### src/hw/sacr_regs.svh
// Constants for the converter control and serial readout block
`ifndef SACR_REGS_SVH
`define SACR_REGS_SVH
`define SACR_RES_BITS 18
`define SACR_CLK_PERIOD_NS 5
`define SACR_CONV_TIME_NS 360
`define SACR_CONV_CYCLES ((`SACR_CONV_TIME_NS + `SACR_CLK_PERIOD_NS - 1) / `SACR_CLK_PERIOD_NS)
`define SACR_EN_TIME_NS 16
`define SACR_EN_CYCLES (`SACR_EN_TIME_NS / `SACR_CLK_PERIOD_NS)
`define SACR_STEP_CYCLES 20
`define SACR_GC_OFFSET 18'h0cccc
`endif

### src/hw/sacr_pkg.sv
// Types for the converter control and serial readout block
package sacr_pkg;
    typedef enum logic [1:0] {SACR_SLEEP, SACR_CONVERT, SACR_READY} sacr_phase_t;
endpackage

### src/hw/sacr_sync.sv
// Two-flop synchroniser bank for pin inputs
`timescale 1ns/10ps
module sacr_sync #(
    parameter int WIDTH = 4
) (
    input wire logic clock_in,
    input wire logic rst_n_in,
    input wire logic [WIDTH-1:0] async_in,
    output logic [WIDTH-1:0] sync_out
);
    logic [WIDTH-1:0] meta_q; // First stage, read only by second stage
    logic [WIDTH-1:0] sync_q; // Second stage
    logic [WIDTH-1:0] meta_d;
    logic [WIDTH-1:0] sync_d;

    // Next values: straight shift
    always_comb begin
        meta_d = async_in;
        sync_d = meta_q;
    end

    // Register both stages
    always_ff @(posedge clock_in or negedge rst_n_in) begin
        if (!rst_n_in) begin
            meta_q <= '0;
            sync_q <= '0;
        end else begin
            meta_q <= meta_d;
            sync_q <= sync_d;
        end
    end

    assign sync_out = sync_q;
endmodule // sacr_sync

### src/hw/sacr_core.sv
// Conversion sequencer and serial readout of an 18-bit SAR converter
// Behaviour
// - Chain low: read enable gates serial output
// - Chain high: pin becomes daisy-chain serial input
// - Convert strobe rising edge starts conversion
// - Busy high during conversion, low after
// - Shift result MSB first per SCK rise
// - Result is two's-complement code
// - Eighteen-bit output word per conversion
// - Compression select low enables compressed range
// - Compression rescales codes toward 0.1/0.9 reference
// - Step binary-weighted search, load output shifter
// - Alternate acquisition and conversion phases
// - Conversion timed by internal counter
// - Result available as conversion ends
// - Sleep between conversions
// - Output enable within 16 ns, active low
// - First bit valid as busy falls
`timescale 1ns/10ps
`include "sacr_regs.svh"
module sacr_core #(
    parameter int RES = `SACR_RES_BITS,
    parameter int STEP_CYCLES = `SACR_STEP_CYCLES
) (
    input wire logic clock_in,
    input wire logic rst_n_in,
    input wire logic convert_strobe_in,
    input wire logic sck_in,
    input wire logic read_enable_or_chain_in,
    input wire logic chain_select_in,
    input wire logic gain_compression_select_in,
    input wire logic signed [RES-1:0] sample_in, // Analog sample as ideal code
    output logic busy_out,
    output logic sdo_out,
    output logic sdo_oe_out,
    output logic powered_out
);
    // Synchronised pins: strobe, sck, read/chain, chain sel, compression sel
    logic [4:0] pins_s;
    sacr_sync #(.WIDTH(5)) u_sync (
        .clock_in(clock_in),
        .rst_n_in(rst_n_in),
        .async_in({gain_compression_select_in, chain_select_in, read_enable_or_chain_in,
                   sck_in, convert_strobe_in}),
        .sync_out(pins_s)
    );
    logic cnv_s, sck_s, rdsdi_s, chain_s, gcsel_s;
    assign cnv_s = pins_s[0];
    assign sck_s = pins_s[1];
    assign rdsdi_s = pins_s[2];
    assign chain_s = pins_s[3];
    assign gcsel_s = pins_s[4];

    sacr_pkg::sacr_phase_t phase_q, phase_d; // Acquire/sleep vs convert
    logic cnv_prev_q, cnv_prev_d; // Edge detect on strobe
    logic sck_prev_q, sck_prev_d; // Edge detect on sck
    logic [RES-1:0] trial_q, trial_d; // Successive approximation register
    logic [RES-1:0] weight_q, weight_d; // Current trial bit
    logic [RES-1:0] held_q, held_d; // Sample held at strobe edge
    logic [15:0] step_q, step_d; // Internal oscillator divider
    logic [RES-1:0] shift_q, shift_d; // Output shifter
    logic busy_q, busy_d;
    logic sdo_q, sdo_d;
    logic oe_q, oe_d;
    logic pwr_q, pwr_d;
    logic cnv_rise, sck_rise;
    logic [RES-1:0] offs_unsigned; // Sample in offset binary for the search
    logic [RES-1:0] result_code; // Final two's-complement result
    logic [RES-1:0] final_trial; // Search word including this step's decision
    logic [RES+2:0] scaled; // Compression product

    assign cnv_rise = cnv_s & ~cnv_prev_q;
    assign sck_rise = sck_s & ~sck_prev_q;
    // Offset binary lets a plain unsigned compare do the search
    assign offs_unsigned = {~sample_in[RES-1], sample_in[RES-2:0]};

    // Last decision taken here from registers, so the result path has no comb loop
    assign final_trial = ((trial_q | weight_q) <= held_q) ? (trial_q | weight_q) : trial_q;

    // Compression: result = code*0.8 + 0.1 span, i.e. code*4/5, kept signed
    always_comb begin
        scaled = '0;
        result_code = final_trial ^ {1'b1, {(RES-1){1'b0}}}; // Back to two's complement
        if (!gcsel_s) begin // Select tied low enables compression
            // Signed math so negative codes truncate toward zero, not wrap
            scaled = (RES+3)'(($signed({{3{result_code[RES-1]}}, result_code}) * 4) / 5);
            result_code = scaled[RES-1:0];
        end
    end

    // Sequencer and shifter next state
    always_comb begin
        phase_d = phase_q;
        cnv_prev_d = cnv_s;
        sck_prev_d = sck_s;
        trial_d = trial_q;
        weight_d = weight_q;
        held_d = held_q;
        step_d = step_q;
        shift_d = shift_q;
        busy_d = busy_q;
        pwr_d = pwr_q;
        unique case (phase_q)
            sacr_pkg::SACR_SLEEP, sacr_pkg::SACR_READY: begin
                // Acquisition: inputs tracked, core powered down
                pwr_d = 1'b0;
                if (cnv_rise) begin
                    phase_d = sacr_pkg::SACR_CONVERT;
                    held_d = offs_unsigned;
                    trial_d = '0;
                    weight_d = {1'b1, {(RES-1){1'b0}}};
                    step_d = '0;
                    busy_d = 1'b1;
                    pwr_d = 1'b1;
                end
            end
            sacr_pkg::SACR_CONVERT: begin
                step_d = step_q + 16'h0001; // Internal timebase
                if (step_q == 16'(STEP_CYCLES - 1)) begin
                    step_d = '0;
                    // Keep trial bit if sample is at or above it
                    if ((trial_q | weight_q) <= held_q) begin
                        trial_d = trial_q | weight_q;
                    end
                    weight_d = weight_q >> 1;
                    if (weight_q[0]) begin
                        // Last bit decided: load shifter this very edge
                        phase_d = sacr_pkg::SACR_READY;
                        busy_d = 1'b0;
                        pwr_d = 1'b0; // Power down as the result lands
                        shift_d = result_code;
                    end
                end
            end
            default: phase_d = sacr_pkg::SACR_SLEEP;
        endcase
        // Shift on sck rising edge when output active
        if (phase_q != sacr_pkg::SACR_CONVERT && sck_rise && (chain_s || !rdsdi_s)) begin
            // Chain mode fills from upstream, normal pads zero
            shift_d = {shift_q[RES-2:0], chain_s ? rdsdi_s : 1'b0};
        end
    end

    // Output pin next values
    always_comb begin
        sdo_d = shift_d[RES-1]; // MSB presented first
        // Chain mode always drives; normal drives on low enable
        oe_d = chain_s | ~rdsdi_s;
    end

    // Register all state
    always_ff @(posedge clock_in or negedge rst_n_in) begin
        if (!rst_n_in) begin
            phase_q <= sacr_pkg::SACR_SLEEP;
            cnv_prev_q <= 1'b0;
            sck_prev_q <= 1'b0;
            trial_q <= '0;
            weight_q <= '0;
            held_q <= '0;
            step_q <= '0;
            shift_q <= '0;
            busy_q <= 1'b0;
            sdo_q <= 1'b0;
            oe_q <= 1'b0;
            pwr_q <= 1'b0;
        end else begin
            phase_q <= phase_d;
            cnv_prev_q <= cnv_prev_d;
            sck_prev_q <= sck_prev_d;
            trial_q <= trial_d;
            weight_q <= weight_d;
            held_q <= held_d;
            step_q <= step_d;
            shift_q <= shift_d;
            busy_q <= busy_d;
            sdo_q <= sdo_d;
            oe_q <= oe_d;
            pwr_q <= pwr_d;
        end
    end

    assign busy_out = busy_q;
    assign sdo_out = sdo_q;
    assign sdo_oe_out = oe_q;
    assign powered_out = pwr_q;

    // Checks
    a_busy_rise: assert property (@(posedge clock_in) disable iff (!rst_n_in)
        (cnv_rise && phase_q != sacr_pkg::SACR_CONVERT) |=> busy_q)
        else $error("busy did not rise on strobe");
    a_busy_len: assert property (@(posedge clock_in) disable iff (!rst_n_in)
        $rose(busy_q) |-> busy_q [*8])
        else $error("conversion ended too early");
    a_busy_end: assert property (@(posedge clock_in) disable iff (!rst_n_in)
        $rose(busy_q) |-> ##[1:400] !busy_q)
        else $error("conversion never ended");
    // Uncompressed result must equal the held sample, found by the search
    a_first_bit: assert property (@(posedge clock_in) disable iff (!rst_n_in)
        ($fell(busy_q) && $past(gcsel_s)) |-> (sdo_q == shift_q[RES-1]
        && shift_q == (held_q ^ {1'b1, {(RES-1){1'b0}}})))
        else $error("result not on sdo at busy fall");
    a_oe_normal: assert property (@(posedge clock_in) disable iff (!rst_n_in)
        (!chain_s && rdsdi_s) |=> !oe_q)
        else $error("sdo driven while disabled");
    a_oe_enable: assert property (@(posedge clock_in) disable iff (!rst_n_in)
        (!chain_s && !rdsdi_s) |=> oe_q)
        else $error("sdo not enabled");
    a_shift_step: assert property (@(posedge clock_in) disable iff (!rst_n_in)
        (sck_rise && !busy_q && !busy_d && oe_d) |=> shift_q[RES-1] == $past(shift_q[RES-2]))
        else $error("shifter did not advance");
    a_chain_in: assert property (@(posedge clock_in) disable iff (!rst_n_in)
        (sck_rise && chain_s && phase_q == sacr_pkg::SACR_READY && !cnv_rise)
        |=> shift_q[0] == $past(rdsdi_s))
        else $error("chain bit not captured");
    a_conv_time: assert property (@(posedge clock_in) disable iff (!rst_n_in)
        $rose(busy_q) |-> ##300 busy_q)
        else $error("conversion shorter than its timebase");
    a_shift_hold: assert property (@(posedge clock_in) disable iff (!rst_n_in)
        (busy_q && busy_d) |=> shift_q == $past(shift_q))
        else $error("shifter moved during conversion");
    c_conv: cover property (@(posedge clock_in) $fell(busy_q));
    c_chain: cover property (@(posedge clock_in) sck_rise && chain_s);
    c_gc: cover property (@(posedge clock_in) $fell(busy_q) && !gcsel_s);
endmodule // sacr_core

### config.mk
export PLATFORM = sky130hd
export DESIGN_NAME = sacr_core
export DESIGN_NICKNAME = d
export VERILOG_FILES = /design/src/hw/sacr_pkg.sv /design/src/hw/sacr_sync.sv /design/src/hw/sacr_core.sv
export VERILOG_INCLUDE_DIRS = /design/src /design/src/hw
export SDC_FILE = /design/constraint.sdc
export NUM_CORES = 1
export LEC_CHECK = 0
export BUFFER_PORTS_ARGS = -buffer_cell sky130_fd_sc_hd__buf_4
export CORE_MARGIN = 1.5
export CORE_UTILIZATION = 30
export CTS_CLUSTER_DIAMETER = 200
export CTS_CLUSTER_SIZE = 24
export DETAILED_ROUTE_END_ITERATION = 6
export GPL_TIMING_DRIVEN = 0
export MAX_ROUTING_LAYER = met4
export PLACE_DENSITY = 0.56
export SLEW_MARGIN = 10
export SYNTH_ARGS = -nofsm -noshare
export SYNTH_HDL_FRONTEND = slang
export SYNTH_HIERARCHICAL = 1
export SYNTH_SLANG_ARGS = --single-unit
### constraint.sdc
create_clock -name clock_in -period 25.5 [get_ports clock_in]
set_input_delay 7.65 -clock clock_in [delete_from_list [all_inputs] [get_ports clock_in]]
set_output_delay 7.65 -clock clock_in [all_outputs]
set_load 0.005 [all_outputs]
==> results.md, run 1 <==
- Total gr overflow: 0
- Largest stage delay, worst path: 780 ps
- Post-CTS sizing: 0
- Worst hold path type: flop to flop
- Area Overhead vs Synth: 9.511%
- Post-route ant nets: 0
- Post-synth top flop: dfrtp_1
- Vias in the first global route: 12,458
- Clk slew on worst S/H paths: 70 ps
- Core area: 0.04083 mm2
- Netlist cell types: 132
- CP Class: flop to flop
- Max Cap Viol: 0
- Number of buffers created by CTS: 9
- # setup viols final: 0
- DR vias/cell: 6.021
- Antenna violations before repair: 0
- Layout cell share with drive strength beyond 1: 11.17%
- Synth Warn #: 6
- Worst Skew: 8.657 ps
- Worst r2r dst: shift_q[16]$_DFFE_PN0P_
- I/O Buffers: 28
- DRT Pass-1 Iters: 5
- EDFF count, synth: 0
- Required time of the critical path: 25,710 ps
- Reg-to-reg slack, setup: 4990 ps
- Final period utilization: 80.45%
- Routability cong.: 0.9307
- Vias post-DR: 13,174
- Starting Density: 30.35%
- I/O pins: 29
- Starting DRC count in detailed routing: 1,089
- Yosys reg bits: 105
- Die Span Y: 206.3 um
- DR WL/cell: 19.17 um
- Max Root-Sink Buffers: 2
- CP endpoint: shift_q[16]$_DFFE_PN0P_
- Worst path most repeated cell: ha_1
- Relative slew margins: 16.88%
- Root buf cell: clkbuf_16
- Most frequent cells in the layout: 161 x nand2_1, 145 x nor2_1, 113 x a21oi_1
- Final core occ: 33.24%
- Worst skew pair latency: 360 ps
- Setup WS pre-CTS: 5459 ps
- Global-route usage over all layers: 20.34%
- Number of remaining DRC errors: 0
- Layout fillers: 4,262
- Setup bufs post-CTS: 0
- Worst Max-Slew Pin Slew: 1230 ps
- Outcome: finished clean
- Largest net degree at the start of global routing: 106
- Syn_nets: 1,662
- Die area: 0.04254 mm2
- Post-synthesis sequential area ratio: 21.20%
- Cts hold-fix bufs: 0
- Syn Inst Count: 1,612
- Peak fanout along the critical path: 10
- Clk sinks: 105
- Critical Path Slowest Stage Cell: a2111oi_4
- Post-Syn Area: 0.01239 mm2
- Final worst slack: 4985 ps
- Diodes inserted: 0
- Crit path from: weight_q[9]$_DFFE_PN0P_
- Arrival time worst endpoint: 20,720 ps
- Nets@finish: 1,701
- Commonest non-fill, non-tap cell in the layout: nand2_1
- RSZ-0062 raised after global routing: no
- R2R cell count: 64
- Rows: 74
- CP Launch Type: flop
- Total Wirelength: 41,950 um
- Post-Syn Area per Cell: 7.688 um2
- Worst flop-to-flop path startpoint: weight_q[9]$_DFFE_PN0P_
- Die width: 206.3 um
- CP Capture Type: flop
- Final Hold Slack: 350.7 ps
- Setup TNS Final: 0 ps
- First-pass GRT wire length: 67,740 um
- CTS tree: built
- Max Freq: 0.04875 GHz
- H-tree Lvls: 3
- Hold path start: u_sync/meta_q[0]$_DFF_PN0_
- Final hold vios: 0
- HPWL Detailed: 32,670 um
- Asr flop ratio synth: 100.0%
- Slew Viols, Final: 0
- Min cycle time layout: 20,510 ps
[synthesized netlist by cell type, drive strengths merged (23+ instances only)]
library cell / count / area, um2
and2: 23 / 143.9
xnor2: 55 / 489.2
a211oi: 27 / 247.7
dfrtp: 105 / 2628
a31oi: 32 / 200.2
nor2: 148 / 568.0
and3: 25 / 156.4
o21ai: 130 / 661.9
or2: 39 / 244.0
a21oi: 118 / 609.3
o211ai: 29 / 250.2
inv: 30 / 112.6
nand3: 56 / 290.3
ha: 25 / 312.8
mux2i: 23 / 259.0
buf: 32 / 185.2
nand4: 25 / 162.6
xor2: 25 / 234.0
nand2: 164 / 623.1
nor3: 62 / 346.6
clkbuf: 48 / 180.2
nor4: 24 / 171.4
[worst max-delay path, delay by kind of cell, from the launching register on]
family	cells	cell delay [ps]
compound gates	28	9050
simple gates	22	6850
fa+ha+maj	4	1310
xor+xnor	4	1260
buf+inv	5	1010
mux	1	470
flops	1	360
[sequential cells by signal (all words and copies together), names as in the netlist]
name             cells
weight_q            18
sdo_oe_out           1
shift_q             18
sck_prev_q           1
busy_out             1
step_q              16
phase_q              2
cnv_prev_q           1
u_sync/sync_out      5
held_q              18
powered_out          1
u_sync/meta_q        5
trial_q             18
[final cells by class]
| type | instances | area [um2] | share of cell area [%] |
|---|---|---|---|
| tap | 532 | 665.6 | 4.905 |
| clock buffer | 11 | 242.7 | 1.789 |
| sequential | 105 | 2628 | 19.36 |
| timing repair buffer | 28 | 214.0 | 1.576 |
| clock inverter | 5 | 48.80 | 0.3595 |
| buffer | 80 | 365.4 | 2.692 |
| multi-input combinational | 1396 | 9291 | 68.46 |
| inverter | 31 | 116.4 | 0.8574 |
[metrics by stage]
| step | instance area, um2 | cells |
|---|---|---|
| 4_1_cts | 13570 | 2188 |
| 6_report | 13570 | 2188 |
| 5_1_grt | 13570 | 2188 |
| 3_3_place_gp | 13270 | 2172 |
| 2_1_floorplan | 12390 | 1612 |
| 3_5_place_dp | 13280 | 2172 |
[cells by family after synthesis]
group	synth area share, %
and+or+nand+nor	26.87
AOI/OAI and AO/OA	36.17
muxes	3.332
DFF	21.20
adders and majority gates	2.524
buffers and inverters	3.887
xor gates and xnor gates	6.017
[routing by layer]
layer  GRT usage, %  wire length, um
met1          27.76            19640
met2          31.48            18910
met3          2.838             2450
met4          5.228              954
met5              -                0
[how the worst min path moves through the flow]
stage,to,cells past startpoint
detailed placement,u_sync/sync_out[0]$_DFF_PN0_,0
finish,u_sync/sync_out[0]$_DFF_PN0_,0
global route,u_sync/sync_out[1]$_DFF_PN0_,0
floorplan,u_sync/sync_out[0]$_DFF_PN0_,0
global placement,u_sync/sync_out[0]$_DFF_PN0_,0
CTS,u_sync/sync_out[0]$_DFF_PN0_,0
Power of run 1 is not shown: default switching activity piles up to over one toggle a cycle in this logic, so the estimate is an artifact.
==> run 2: changes to the inputs <==
--- a/config.mk
+++ b/config.mk
@@ -6,6 +6,7 @@
 export SDC_FILE = /design/constraint.sdc
 export NUM_CORES = 1
 export LEC_CHECK = 0
+export ABC_AREA = 1
 export BUFFER_PORTS_ARGS = -buffer_cell sky130_fd_sc_hd__buf_4
 export CORE_MARGIN = 1.5
 export CORE_UTILIZATION = 30
==> constraint.sdc (replaced) <==
create_clock -name clock_in -period 19.9 [get_ports clock_in]
set_input_delay 5.97 -clock clock_in [delete_from_list [all_inputs] [get_ports clock_in]]
set_output_delay 5.97 -clock clock_in [all_outputs]
set_load 0.005 [all_outputs]
==> run 2 against run 1 <==
Against the previous run:
- sequential share of layout area rose by 1.6 points
- critical path depth rose by 48
- global-route usage fell by 5.2 points
- synthesized cell count rose by 3.9%
==> results.md, run 2 <==
- Outcome: finished clean (unchanged)
- Most frequent cells in the layout: 422 x nand2_1, 236 x inv_1, 175 x nand3_1 (was 161 x nand2_1, 145 x nor2_1, 113 x a21oi_1)
- Number of remaining DRC errors: 0 (unchanged)
- HPWL Detailed: 22,590 um (was 32,670 um)
- Total gr overflow: 0 (unchanged)
- Min cycle time layout: 14,010 ps (was 20,510 ps)
- Post-synth top flop: dfrtp_1 (unchanged)
- Relative slew margins: 35.80% (was 16.88%)
- DR WL/cell: 12.58 um (was 19.17 um)
- Setup TNS Final: 0 ps (unchanged)
- Post-route ant nets: 0 (unchanged)
- CTS tree: built (unchanged)
- Largest net degree at the start of global routing: 106 (unchanged)
- Asr flop ratio synth: 100.0% (unchanged)
- RSZ-0062 raised after global routing: no (unchanged)
- Clk slew on worst S/H paths: 70 ps (about the same)
- Netlist cell types: 58 (was 132)
- First-pass GRT wire length: 47,850 um (was 67,740 um)
- # setup viols final: 0 (unchanged)
- Critical Path Slowest Stage Cell: nor2_1 (was a2111oi_4)
- Post-synthesis sequential area ratio: 23.09% (was 21.20%)
- Die Span Y: 197.8 um (was 206.3 um)
- Synth Warn #: 6 (unchanged)
- Required time of the critical path: 20,140 ps (was 25,710 ps)
- Max Cap Viol: 0 (unchanged)
- Global-route usage over all layers: 15.12% (was 20.34%)
- Max Root-Sink Buffers: 2 (unchanged)
- Max Freq: 0.07138 GHz (was 0.04875 GHz)
- Layout cell share with drive strength beyond 1: 21.63% (was 11.17%)
- Most frequent cell after synthesis: nand2_1 (unchanged)
- CP Launch Type: flop (unchanged)
- Peak fanout along the critical path: 10 (unchanged)
- CP Class: flop to flop (unchanged)
- Largest stage delay, worst path: 400 ps (was 780 ps)
- I/O Buffers: 28 (unchanged)
- Area Overhead vs Synth: 10.38% (was 9.511%)
- Root buf cell: clkbuf_16 (unchanged)
- Yosys reg bits: 105 (unchanged)
- Worst hold path type: flop to flop (unchanged)
- Die area: 0.03911 mm2 (was 0.04254 mm2)
- H-tree Lvls: 3 (unchanged)
- Syn Inst Count: 1,675 (was 1,612)
- Arrival time worst endpoint: 14,250 ps (was 20,720 ps)
- Post-CTS sizing: 0 (unchanged)
- Worst Skew: 7.076 ps (was 8.657 ps)
- Post-Syn Area per Cell: 6.794 um2 (was 7.688 um2)
- Most instantiated cells after synthesis: 422 x nand2_1, 236 x inv_1, 175 x nand3_1 (was 161 x nand2_1, 145 x nor2_1, 113 x a21oi_1)
- Share of the synthesized area in the top cell type: 23.09% (was 21.20%)
- Total Wirelength: 28,060 um (was 41,950 um)
- Worst skew pair latency: 350 ps (was 360 ps)
- Vias in the first global route: 9,929 (was 12,458)
- DRT Pass-1 Iters: 5 (unchanged)
- Syn_nets: 1,725 (was 1,662)
- EDFF count, synth: 0 (unchanged)
- Setup bufs post-CTS: 0 (unchanged)
- Commonest non-fill, non-tap cell in the layout: nand2_1 (unchanged)
- Final hold vios: 0 (unchanged)
- Post-Syn Area: 0.01138 mm2 (was 0.01239 mm2)
- Worst Max-Slew Pin Slew: 963.0 ps (was 1230 ps)
- Nets@finish: 1,765 (was 1,701)
- Synth area leaders: dfrtp_1 23%, nand2_1 14%, inv_1 7.8% (was dfrtp_1 21%, nand2_1 4.9%, a21oi_1 4.6%)
- DR vias/cell: 4.670 (was 6.021)
- Vias post-DR: 10,418 (was 13,174)
- Starting DRC count in detailed routing: 559 (was 1,089)
- Routability cong.: 0.8548 (was 0.9307)
- Rows: 71 (was 74)
- Cell type with the highest aggregate area in the netlist: dfrtp_1 (unchanged)
- Final period utilization: 70.40% (was 80.45%)
- Starting Density: 30.36% (was 30.35%)
- Clk sinks: 105 (unchanged)
- Die width: 197.8 um (was 206.3 um)
- CP Capture Type: flop (unchanged)
- I/O pins: 29 (unchanged)
- Slew Viols, Final: 0 (unchanged)
- Diodes inserted: 0 (unchanged)
- Core area: 0.03749 mm2 (was 0.04083 mm2)
- Number of buffers created by CTS: 9 (unchanged)
- Antenna violations before repair: 0 (unchanged)
- Cts hold-fix bufs: 0 (unchanged)
-- run 2: layer usage --
metal,vias to the layer above,GRT usage [%],part of all wire [%]
met2,129,25.56,47
met5,-,-,0
met1,4791,20.13,50
li1,5478,-,-
met3,20,1.073,2.2
met4,0,2.347,0.66
-- run 2: layout make-up --
cell class                      count  area, um2
Buffer                             40      411.6
Clock buffer                        9      225.2
Clock inverter                      7      88.84
Fill cell                        4106      24930
Inverter                          271       1035
Multi-Input combinational cell   1259       7312
Sequential cell                   105       2628
Tap cell                          511      639.4
Timing Repair Buffer               29      221.5
-- run 2: worst max-delay path, delay by kind of cell (launching register included) --
kind	cells	cell delay (ps)
AND/OR/NAND/NOR	90	9900
buffers and inverters	14	1660
adder cells (fa/ha/maj)	4	990
AO/OA/AOI/OAI	3	720
flip-flops	1	360
XOR/XNOR	1	240
-- run 2: path summary, 6_finish.rpt --
| kind | depth (start not counted) | endpoint | startpoint | slack, ps |
|---|---|---|---|---|
| min | 0 | u_sync/sync_out[2]$_DFF_PN0_ | u_sync/meta_q[2]$_DFF_PN0_ | 350 |
| min in group asynchronous | 1 | u_sync/sync_out[2]$_DFF_PN0_ | rst_n_in | 5740 |
| max | 112 | shift_q[1]$_DFFE_PN0P_ | trial_q[9]$_DFFE_PN0P_ | 5890 |
| max reg2reg | 112 | shift_q[1]$_DFFE_PN0P_ | trial_q[9]$_DFFE_PN0P_ | 5890 |
| max in group asynchronous | 1 | weight_q[12]$_DFFE_PN0P_ | rst_n_in | 13520 |
| min reg2reg | 0 | u_sync/sync_out[2]$_DFF_PN0_ | u_sync/meta_q[2]$_DFF_PN0_ | 350 |
-- run 2: cell families after synthesis --
family / synth area share (%)
compound gates: 10.80
xor+xnor: 2.375
fa+ha+maj: 2.749
buf+inv: 12.71
flops: 23.09
simple gates: 48.28
-- run 2: through the flow --
stage | utilization, % | setup WS [ps] | cells | instance area, um2 | hold slack, ps
floorplan | - | 8262 | 1675 | 11380 | 331.2
global placement | 32.62 | 6034 | 2214 | 12230 | 332.2
detailed placement | 32.67 | 5860 | 2215 | 12250 | 335.5
CTS | 33.51 | 5812 | 2231 | 12560 | 354.2
global route | 33.51 | 4469 | 2231 | 12560 | 364.1
finish | 33.51 | 5891 | 2231 | 12560 | 349.7
Power of run 2 is left out for the same reason.
